<file path="src/logic/sspr_defs.vh">
/*
 * Register map, field positions, reset values and event bits
 * of the synthesizer status, phase shift and pin function slice.
 * Assumes byte-wide registers on an 8-bit address port.
 */
// Overview of operation
// [RULE1] Bit 0 of the lock-loss status register reads high while lock has been lost.
// [RULE2] The lock-loss flag comes up set after every reset.
// [RULE3] The flag is sticky until cleared, so a flag seen set after a clear means a new loss.
// [RULE4] While bit 0 of the clear register is high the flag is held clear; the code still sets it in any cycle with ce and synth_unlocked high.
// [RULE5] Software writes the clear bit low again so new losses are recorded.
// [RULE6] A 13-bit two's complement field per divider C and D shifts by whole periods.
// [RULE7] A 3-bit field per divider adds a shift in 45 degree steps with a fixed encoding.
// [RULE8] Divider D uses exactly the divider C encoding, 011 meaning -135 degrees.
// [RULE9] Oscillator register bit 0 low enables the oscillator driver, high disables it.
// [RULE10] Software sets that bit for an external oscillator and clears it for a crystal.
// [RULE11] The revision register returns a fixed 8-bit revision value.
// [RULE12] Each pin function register holds a 7-bit index into a 128-bit table.
// [RULE13] Bit 7 low makes the pin an input to a control bit, high an output of a status bit.
// [RULE14] Both pin function registers reset to zero, leaving the pins unused.
// [RULE15] Software writes reserved bits only with their default values.
`ifndef SSPR_DEFS_VH
`define SSPR_DEFS_VH

// ====================================================
// Register offsets
`define SSPR_LOCK_STATUS_ADDR  8'hB9
`define SSPR_LOCK_CLEAR_ADDR   8'hBA
`define SSPR_PHASE_C_LO_ADDR   8'hBF
`define SSPR_PHASE_C_HI_ADDR   8'hC0
`define SSPR_PHASE_D_LO_ADDR   8'hC1
`define SSPR_PHASE_D_HI_ADDR   8'hC2
`define SSPR_OSC_CTRL_ADDR     8'hC3
`define SSPR_REVISION_ADDR     8'hC6
`define SSPR_PIN0_FUNC_ADDR    8'hE0
`define SSPR_PIN1_FUNC_ADDR    8'hE1
`define SSPR_IRQ_STATUS_ADDR   8'hF0
`define SSPR_IRQ_MASK_ADDR     8'hF1

// ====================================================
// Fields and reset values
`define SSPR_PERIOD_MSB        12
`define SSPR_TURN_LSB          13
`define SSPR_PIN_ROLE_BIT      7
`define SSPR_PHASE_RESET       16'h0000
`define SSPR_BYTE_RESET        8'h00
// Arbitrary revision value, not a real part code
`define SSPR_REVISION_VALUE    8'h5A
`define SSPR_IRQ_LOCK_BIT      0
`define SSPR_IRQ_UNMAPPED_BIT  1

`endif

</file>
<file path="src/logic/sspr_regs.v">
/*
 * Register slice: sticky lock-loss flag with clear, phase shift
 * controls for dividers C and D, oscillator driver select, revision
 * byte, two pin function registers, interrupt status and mask.
 * Assumes a single-cycle strobe master on mclk and synchronous pins.
 */
// The implementer's own choice: the address-and-strobe port.
`timescale 1ns/100ps
`include "sspr_defs.vh"

module sspr_regs (
    mclk,
    reset,
    ce,
    addr,
    wr_data,
    wr_en,
    rd_en,
    rd_data,
    synth_unlocked,
    status_table,
    pin_in,
    lock_loss_sticky,
    period_shift_c,
    eighth_turn_shift_c,
    eighth_turn_steps_c,
    period_shift_d,
    eighth_turn_shift_d,
    eighth_turn_steps_d,
    osc_out_driver_en,
    ctrl_table,
    ctrl_pin_mask,
    pin_out,
    pin_oe,
    irq
);
    input  wire         mclk;
    input  wire         reset;
    input  wire         ce;
    input  wire [7:0]   addr;
    input  wire [7:0]   wr_data;
    input  wire         wr_en;
    input  wire         rd_en;
    output reg  [7:0]   rd_data;
    input  wire         synth_unlocked;
    input  wire [127:0] status_table;
    input  wire [1:0]   pin_in;
    output reg          lock_loss_sticky;
    output reg  [12:0]  period_shift_c;
    output reg  [2:0]   eighth_turn_shift_c;
    output reg  [3:0]   eighth_turn_steps_c;
    output reg  [12:0]  period_shift_d;
    output reg  [2:0]   eighth_turn_shift_d;
    output reg  [3:0]   eighth_turn_steps_d;
    output reg          osc_out_driver_en;
    output reg  [127:0] ctrl_table;
    output reg  [127:0] ctrl_pin_mask;
    output reg  [1:0]   pin_out;
    output reg  [1:0]   pin_oe;
    output reg          irq;

    // ====================================================
    // Storage
    reg         lock_loss_clear_reg;
    reg [15:0]  phase_c_reg;
    reg [15:0]  phase_d_reg;
    reg         osc_disable_reg;
    reg [7:0]   pin0_func_reg;
    reg [7:0]   pin1_func_reg;
    reg [1:0]   irq_status_reg;
    reg [1:0]   irq_mask_reg;

    reg         lock_loss_next;
    reg [1:0]   irq_status_next;
    reg [7:0]   rd_data_next;
    reg         mapped;
    reg [127:0] ctrl_table_next;
    reg [127:0] ctrl_mask_next;
    reg [1:0]   pin_out_next;
    reg [1:0]   pin_oe_next;
    reg [7:0]   func;
    integer     p;

    // ====================================================
    // Eighth-turn decode, signed steps of 45 degrees
    function [3:0] turn_steps;
        input [2:0] code;
        begin
            case (code)
                3'h0: turn_steps = 4'h0;
                3'h1: turn_steps = 4'hF;
                3'h2: turn_steps = 4'hE;
                3'h3: turn_steps = 4'hD;
                3'h4: turn_steps = 4'h4;
                3'h5: turn_steps = 4'h3;
                3'h6: turn_steps = 4'h2;
                3'h7: turn_steps = 4'h1;
                default: turn_steps = 4'h0;
            endcase
        end
    endfunction

    // ====================================================
    // Address decode and read mux
    always @* begin
        mapped = 1'b1;
        rd_data_next = 8'h00;
        case (addr)
            `SSPR_LOCK_STATUS_ADDR: begin
                rd_data_next = {7'h00, lock_loss_sticky}; // RULE1
            end
            `SSPR_LOCK_CLEAR_ADDR: begin
                rd_data_next = {7'h00, lock_loss_clear_reg};
            end
            `SSPR_PHASE_C_LO_ADDR: begin
                rd_data_next = phase_c_reg[7:0];
            end
            `SSPR_PHASE_C_HI_ADDR: begin
                rd_data_next = phase_c_reg[15:8];
            end
            `SSPR_PHASE_D_LO_ADDR: begin
                rd_data_next = phase_d_reg[7:0];
            end
            `SSPR_PHASE_D_HI_ADDR: begin
                rd_data_next = phase_d_reg[15:8];
            end
            `SSPR_OSC_CTRL_ADDR: begin
                rd_data_next = {7'h00, osc_disable_reg};
            end
            `SSPR_REVISION_ADDR: begin
                rd_data_next = `SSPR_REVISION_VALUE; // RULE11
            end
            `SSPR_PIN0_FUNC_ADDR: begin
                rd_data_next = pin0_func_reg;
            end
            `SSPR_PIN1_FUNC_ADDR: begin
                rd_data_next = pin1_func_reg;
            end
            `SSPR_IRQ_STATUS_ADDR: begin
                rd_data_next = {6'h00, irq_status_reg};
            end
            `SSPR_IRQ_MASK_ADDR: begin
                rd_data_next = {6'h00, irq_mask_reg};
            end
            default: begin
                mapped = 1'b0;
            end
        endcase
    end

    // ====================================================
    // Sticky flags; a set always beats a clear
    always @* begin
        lock_loss_next = synth_unlocked // RULE3
            | (lock_loss_sticky & ~lock_loss_clear_reg); // RULE4
        irq_status_next = irq_status_reg;
        if (wr_en && addr == `SSPR_IRQ_STATUS_ADDR) begin
            irq_status_next = irq_status_reg & ~wr_data[1:0];
        end
        if (synth_unlocked) begin
            irq_status_next[`SSPR_IRQ_LOCK_BIT] = 1'b1;
        end
        if ((wr_en || rd_en) && !mapped) begin
            irq_status_next[`SSPR_IRQ_UNMAPPED_BIT] = 1'b1;
        end
    end

    // ====================================================
    // Pin function mapping
    // Value 0x00 means unused, so index 0 as a control input is not reachable
    always @* begin
        ctrl_table_next = 128'h0;
        ctrl_mask_next = 128'h0;
        pin_out_next = 2'b00;
        pin_oe_next = 2'b00;
        func = 8'h00;
        for (p = 0; p < 2; p = p + 1) begin
            func = (p == 0) ? pin0_func_reg : pin1_func_reg;
            if (func[`SSPR_PIN_ROLE_BIT]) begin // RULE13
                pin_oe_next[p] = 1'b1;
                pin_out_next[p] = status_table[func[6:0]]; // RULE12
            end else if (func != `SSPR_BYTE_RESET) begin // RULE14
                ctrl_mask_next[func[6:0]] = 1'b1; // RULE12
                ctrl_table_next[func[6:0]] = pin_in[p]; // RULE13
            end
        end
    end

    // ====================================================
    // Register writes
    // Revision byte ignores writes so the value stays fixed
    always @(posedge mclk) begin
        if (reset) begin
            lock_loss_clear_reg <= 1'b0;
            phase_c_reg         <= `SSPR_PHASE_RESET;
            phase_d_reg         <= `SSPR_PHASE_RESET;
            osc_disable_reg     <= 1'b0;
            pin0_func_reg       <= `SSPR_BYTE_RESET; // RULE14
            pin1_func_reg       <= `SSPR_BYTE_RESET; // RULE14
            irq_mask_reg        <= 2'b00;
        end else if (ce && wr_en) begin
            case (addr)
                `SSPR_LOCK_CLEAR_ADDR: begin
                    lock_loss_clear_reg <= wr_data[0]; // RULE5
                end
                `SSPR_PHASE_C_LO_ADDR: begin
                    phase_c_reg[7:0] <= wr_data;
                end
                `SSPR_PHASE_C_HI_ADDR: begin
                    phase_c_reg[15:8] <= wr_data;
                end
                `SSPR_PHASE_D_LO_ADDR: begin
                    phase_d_reg[7:0] <= wr_data;
                end
                `SSPR_PHASE_D_HI_ADDR: begin
                    phase_d_reg[15:8] <= wr_data;
                end
                `SSPR_OSC_CTRL_ADDR: begin
                    osc_disable_reg <= wr_data[0]; // RULE10
                end
                `SSPR_PIN0_FUNC_ADDR: begin
                    pin0_func_reg <= wr_data;
                end
                `SSPR_PIN1_FUNC_ADDR: begin
                    pin1_func_reg <= wr_data;
                end
                `SSPR_IRQ_MASK_ADDR: begin
                    irq_mask_reg <= wr_data[1:0];
                end
                default: begin
                    irq_mask_reg <= irq_mask_reg;
                end
            endcase
        end
    end

    // ====================================================
    // Status flags and read data
    always @(posedge mclk) begin
        if (reset) begin
            lock_loss_sticky <= 1'b1; // RULE2
            irq_status_reg   <= 2'b00;
            rd_data          <= 8'h00;
        end else if (ce) begin
            lock_loss_sticky <= lock_loss_next; // RULE3
            irq_status_reg   <= irq_status_next;
            rd_data          <= rd_en ? rd_data_next : 8'h00;
        end
    end

    // ====================================================
    // Registered field outputs
    // One cycle behind the register, except irq which moves with irq_status_reg, so every output leaves a flop
    always @(posedge mclk) begin
        if (reset) begin
            period_shift_c      <= 13'h0000;
            eighth_turn_shift_c <= 3'h0;
            eighth_turn_steps_c <= 4'h0;
            period_shift_d      <= 13'h0000;
            eighth_turn_shift_d <= 3'h0;
            eighth_turn_steps_d <= 4'h0;
            osc_out_driver_en   <= 1'b1;
            ctrl_table          <= 128'h0;
            ctrl_pin_mask       <= 128'h0;
            pin_out             <= 2'b00;
            pin_oe              <= 2'b00;
            irq                 <= 1'b0;
        end else if (ce) begin
            period_shift_c      <= phase_c_reg[`SSPR_PERIOD_MSB:0]; // RULE6
            eighth_turn_shift_c <= phase_c_reg[15:`SSPR_TURN_LSB];
            eighth_turn_steps_c <= turn_steps(phase_c_reg[15:13]); // RULE7
            period_shift_d      <= phase_d_reg[`SSPR_PERIOD_MSB:0]; // RULE6
            eighth_turn_shift_d <= phase_d_reg[15:`SSPR_TURN_LSB];
            eighth_turn_steps_d <= turn_steps(phase_d_reg[15:13]); // RULE8
            osc_out_driver_en   <= ~osc_disable_reg; // RULE9
            ctrl_table          <= ctrl_table_next;
            ctrl_pin_mask       <= ctrl_mask_next;
            pin_out             <= pin_out_next;
            pin_oe              <= pin_oe_next;
            irq                 <= |(irq_status_next & irq_mask_reg);
        end
    end

endmodule // sspr_regs

</file>
<file path="config.mk">
export PLATFORM = sky130hd
export DESIGN_NAME = sspr_regs
export DESIGN_NICKNAME = d
export VERILOG_FILES = /design/src/logic/sspr_regs.v
export VERILOG_INCLUDE_DIRS = /design/src /design/src/logic
export SDC_FILE = /design/constraint.sdc
export NUM_CORES = 1
export LEC_CHECK = 0
export BUFFER_PORTS_ARGS = -buffer_cell sky130_fd_sc_hd__buf_2
export CAP_MARGIN = 0
export CELL_PAD_IN_SITES_DETAIL_PLACEMENT = 1
export CELL_PAD_IN_SITES_GLOBAL_PLACEMENT = 2
export CORE_MARGIN = 2
export CORE_UTILIZATION = 28
export CTS_CLUSTER_DIAMETER = 100
export DETAILED_ROUTE_END_ITERATION = 16
export MAX_ROUTING_LAYER = met4
export PLACE_DENSITY_LB_ADDON = 0.1
export SLEW_MARGIN = 10
export SYNTH_ARGS = -nofsm -noshare
export SYNTH_HDL_FRONTEND = slang
export SYNTH_SLANG_ARGS = --single-unit
</file>
<file path="constraint.sdc">
create_clock -name mclk -period 2.15 [get_ports mclk]
set_input_delay 0 -clock mclk [delete_from_list [all_inputs] [get_ports mclk]]
set_output_delay 0 -clock mclk [all_outputs]
set_load 0.05 [all_outputs]
</file>
==> out/metrics.yaml <==
final_util: 0.384
worst_margin_slew_ns: 0.733
achievable-frequency_mhz: 437
dp_hpwl_mm: 61.9
finalWorstSetupSlack_ns: -0.138
grt.overflow.total: 0
reg2reg_to: "pin_out[1]"
synth_cell_types: 60
via_count: 17906
viasPerCell: 5.11
detail_route.first_pass.iterations: 7
cts_tree: "yes"
synth-main-ff-cell: "dfxtp_1"
rsz0062_at_grt: "true"
tns_ns: -1.16
synth-edff-count: 0
path_cells: "buf_12 -> buf_8 -> mux2i_2 -> o22ai_1 -> o21ai_1 -> a41oi_2 -> or4_4 -> a32o_1"
post-route-cell-area_um2: 24100
crit_fanout: 5
met3_length_mm: 3.44
endpoint_kind: "register"
p_per_area_nw_per_um2: 628
syn_area_per_cell_um2: 8.35
holdCritPathClass: "in -> reg"
outcome: "finished, violations left"
drt-wirelength-per-cell_um: 24.2
timing.final.setup_violations: 16
gp_congestion: 0.848
reg2reg_setup_slack_ns: -0.14
vias_in_the_first_global_route: 18766
io_pins: 463
clock_tree.root_cell: "clkbuf_16"
layout_top_registers: "ctrl_pin_mask x128, ctrl_table x128"
total_leakage_power_nw: 10.5
cts_sinks: 363
clock_insertion_delay_worst_skew_ns: 0.57
slew_viol_final: 0
drive_gt1_frac: 0.314
syn2layout_area_growth_pct: 36.2
initial_utilization: 0.282
ant_nets: 0
worst-endpoint-required_ns: 2.60
initialDrtViolationCount: 902
core_box_area_um2: 62700
clock_skew_ns: 0.0155
detailroute.wirelength.met2_mm: 40.4
clk_transition_reported_paths_ns: 0.06
synth_warn: 0
setup.worst_path.end: "pin_out[1]"
wirelength_mm: 84.9
dieHeight_um: 255
final_min_period_over_clock_period: 1.06
ys_seq_elements: 363
metal_1_wl_mm: 39.5
antenna_found_initial: 1
grt_start_max_net_pins: 96
die-width_um: 255
final_net_count: 2783
rows: 92
cp-startpoint: "func[0]"
clockBufferDepth: 3
syn_nets: 2273
ff2ff_path_depth: 8
drv.max_cap_violation_count: 0
multiInputGateArea_um2: 10100
grt_pass1_wl_mm: 127
worst_ep_arrival_time_ns: 2.74
synth.yosys.seq_area_share: 0.410
tritoncts.num_buffers: 42
synthArstFlopShare: 0
pre_cts_ws_ns: -0.219
dieArea_um2: 65300
mapped_cells: 2119
synthesis.area_um2: 17700
nFillCells: 7464
io_buffer_count: 462
kind_of_critical_path: "reg -> reg"
crit_path_start_kind: "register"
maxSlewHeadroom: 0.511
worst_r2r_startpoint: "func[0]"
detailed_place.area_um2: 21900
maximum_level_of_the_cts_h_tree: 2
timing.critical_path.slowest_stage_cell: "or4_4"
irDropWorstVdd_mv: 0.508
final_period_minus_worst_setup_slack_ns: 2.29
violations_in_the_final_reports: "negative setup slack"
ff_latch_area_um2: 7280
track_usage: 0.261
timing.final.hold_violations: 0
topRoutingLayerUsed: "met4"
critPathMaxStageDelay_ns: 0.57
drt_drc_violations_left: 0
==> cells in the final DEF, fill, tap and decap left out, drive strengths merged, types with 3 or more instances in the layout <==
cell | Yosys | final
a21oi | 25 | 25
a222oi | 4 | 4
mux2i | 278 | 278
nor2b | 12 | 12
nor4 | 3 | 3
inv | 7 | 9
or3 | 6 | 6
a32o | 49 | 49
nand3b | 5 | 5
o21ai | 237 | 237
o21a | 3 | 3
nor3 | 12 | 12
or2 | 7 | 7
o22ai | 76 | 76
mux2 | 51 | 51
nand4 | 5 | 5
buf | 52 | 622
dfxtp | 363 | 363
clkinv | 0 | 5
and2 | 10 | 11
bufinv | 0 | 4
nor2 | 223 | 223
clkbuf | 126 | 65
nand2 | 426 | 426
nand3 | 20 | 20
a41oi | 7 | 7
a22oi | 5 | 5
dlygate4sd3 | 0 | 19
nand2b | 17 | 17
a22o | 59 | 59
and3 | 3 | 3
==> worst max-delay path, delay by kind of cell, from the launching register on <==
family / cells / cell delay (ns)
and+or+nand+nor: 1 / 0.57
muxes: 1 / 0.20
buffers and inverters: 2 / 0.29
DFF: 1 / 0.42
AOI/OAI and AO/OA: 4 / 0.68
==> per-layer routing <==
metal / vias to the layer above / track usage
met4: 0 / 0.0505
met3: 100 / 0.0377
met2: 422 / 0.432
met1: 8907 / 0.338
li1: 8477 / -
met5: - / -
==> area by class of cell <==
class	instances	area share
Antenna cell	1	0.000104
Tap cell	846	0.0439
Inverter	7	0.00109
Sequential cell	363	0.302
Clock inverter	11	0.00737
Multi-Input combinational cell	1572	0.417
Timing Repair Buffer	643	0.178
Clock buffer	64	0.0508
==> cells in the mapped netlist, drive strengths merged, types with 2 or more instances <==
| cell | count | area (µm²) |
|---|---|---|
| and4 | 2 | 17.5 |
| a32o | 49 | 490 |
| a22oi | 5 | 37.5 |
| xor2 | 2 | 17.5 |
| nor2b | 12 | 75.1 |
| mux2 | 51 | 574 |
| dfxtp | 363 | 7270 |
| inv | 7 | 26.3 |
| a222oi | 4 | 40.0 |
| or2 | 7 | 43.8 |
| ha | 2 | 25.0 |
| o22ai | 76 | 475 |
| o21a | 3 | 22.5 |
| nor4 | 3 | 25.0 |
| and3 | 3 | 18.8 |
| a221o | 2 | 20.0 |
| nand3 | 20 | 100 |
| a41oi | 7 | 61.3 |
| o21ai | 237 | 1190 |
| a22o | 59 | 517 |
| nand3b | 5 | 37.5 |
| nand2 | 426 | 1600 |
| a21o | 2 | 15.0 |
| nor2 | 223 | 842 |
| nand4 | 5 | 31.3 |
| a211oi | 2 | 15.0 |
| nor3 | 12 | 65.1 |
| buf | 52 | 314 |
| and3b | 2 | 17.5 |
| mux2i | 278 | 2780 |
| a21oi | 25 | 125 |
| nand2b | 17 | 106 |
| and2 | 10 | 65.1 |
| or3 | 6 | 37.5 |
| clkbuf | 126 | 473 |
==> metrics by stage <==
stage / cells / total power [mW] / hold slack [ns]
2_1_floorplan: 2119 / 7.35 / 0.140
6_report: 3507 / 15.2 / 0.0510
5_1_grt: 3506 / 15.7 / 0.0757
3_5_place_dp: 3398 / 7.81 / 0.323
3_3_place_gp: 3398 / 7.80 / 0.308
4_1_cts: 3500 / 15.4 / 0.0211
==> worst min path at each step <==
stage	from	slack, ns	cells after the start	to
2_1_floorplan	wr_data[2]	0.14	2	phase_c_reg[10]
3_3_place_gp	synth_unlocked	0.31	3	irq_status_reg[0]
3_5_place_dp	synth_unlocked	0.32	3	irq_status_reg[0]
4_1_cts	addr[2]	0.02	5	lock_loss_clear_reg
5_1_grt	rd_en	0.08	3	rd_data[2]
6_report	rd_en	0.05	3	rd_data[3]
==> report_power, final <==
group / internal (mW) / leakage, nW / switching, mW / total, mW
Sequential: 6.73 / 2.93 / 0.00350 / 6.73
Combinational: 0.368 / 6.87 / 0.609 / 0.977
Clock: 4.42 / 0.687 / 3.03 / 7.45
==> timing repair <==
| action | CTS | global route |
|---|---|---|
| setup endpoints to repair | 34 | 93 |
| hold buffers | 20 | 0 |
| resized for setup | 70 | 90 |
| pin swaps | 30 | 23 |
| setup buffers | 4 | 6 |
| endpoints found under the hold margin | 57 | 0 |
| gates cloned | 3 | 1 |
==> cell families after synthesis <==
kind of cell | after synthesis | share of synthesized area
AOI/OAI and AO/OA | 478 | 0.173
and+or+nand+nor | 758 | 0.177
buffers and inverters | 185 | 0.0459
xor gates and xnor gates | 3 | 0.00148
DFF | 363 | 0.410
adders and majority gates | 2 | 0.00141
muxes | 330 | 0.191
Note: power is estimated with default switching activity, not from simulation.
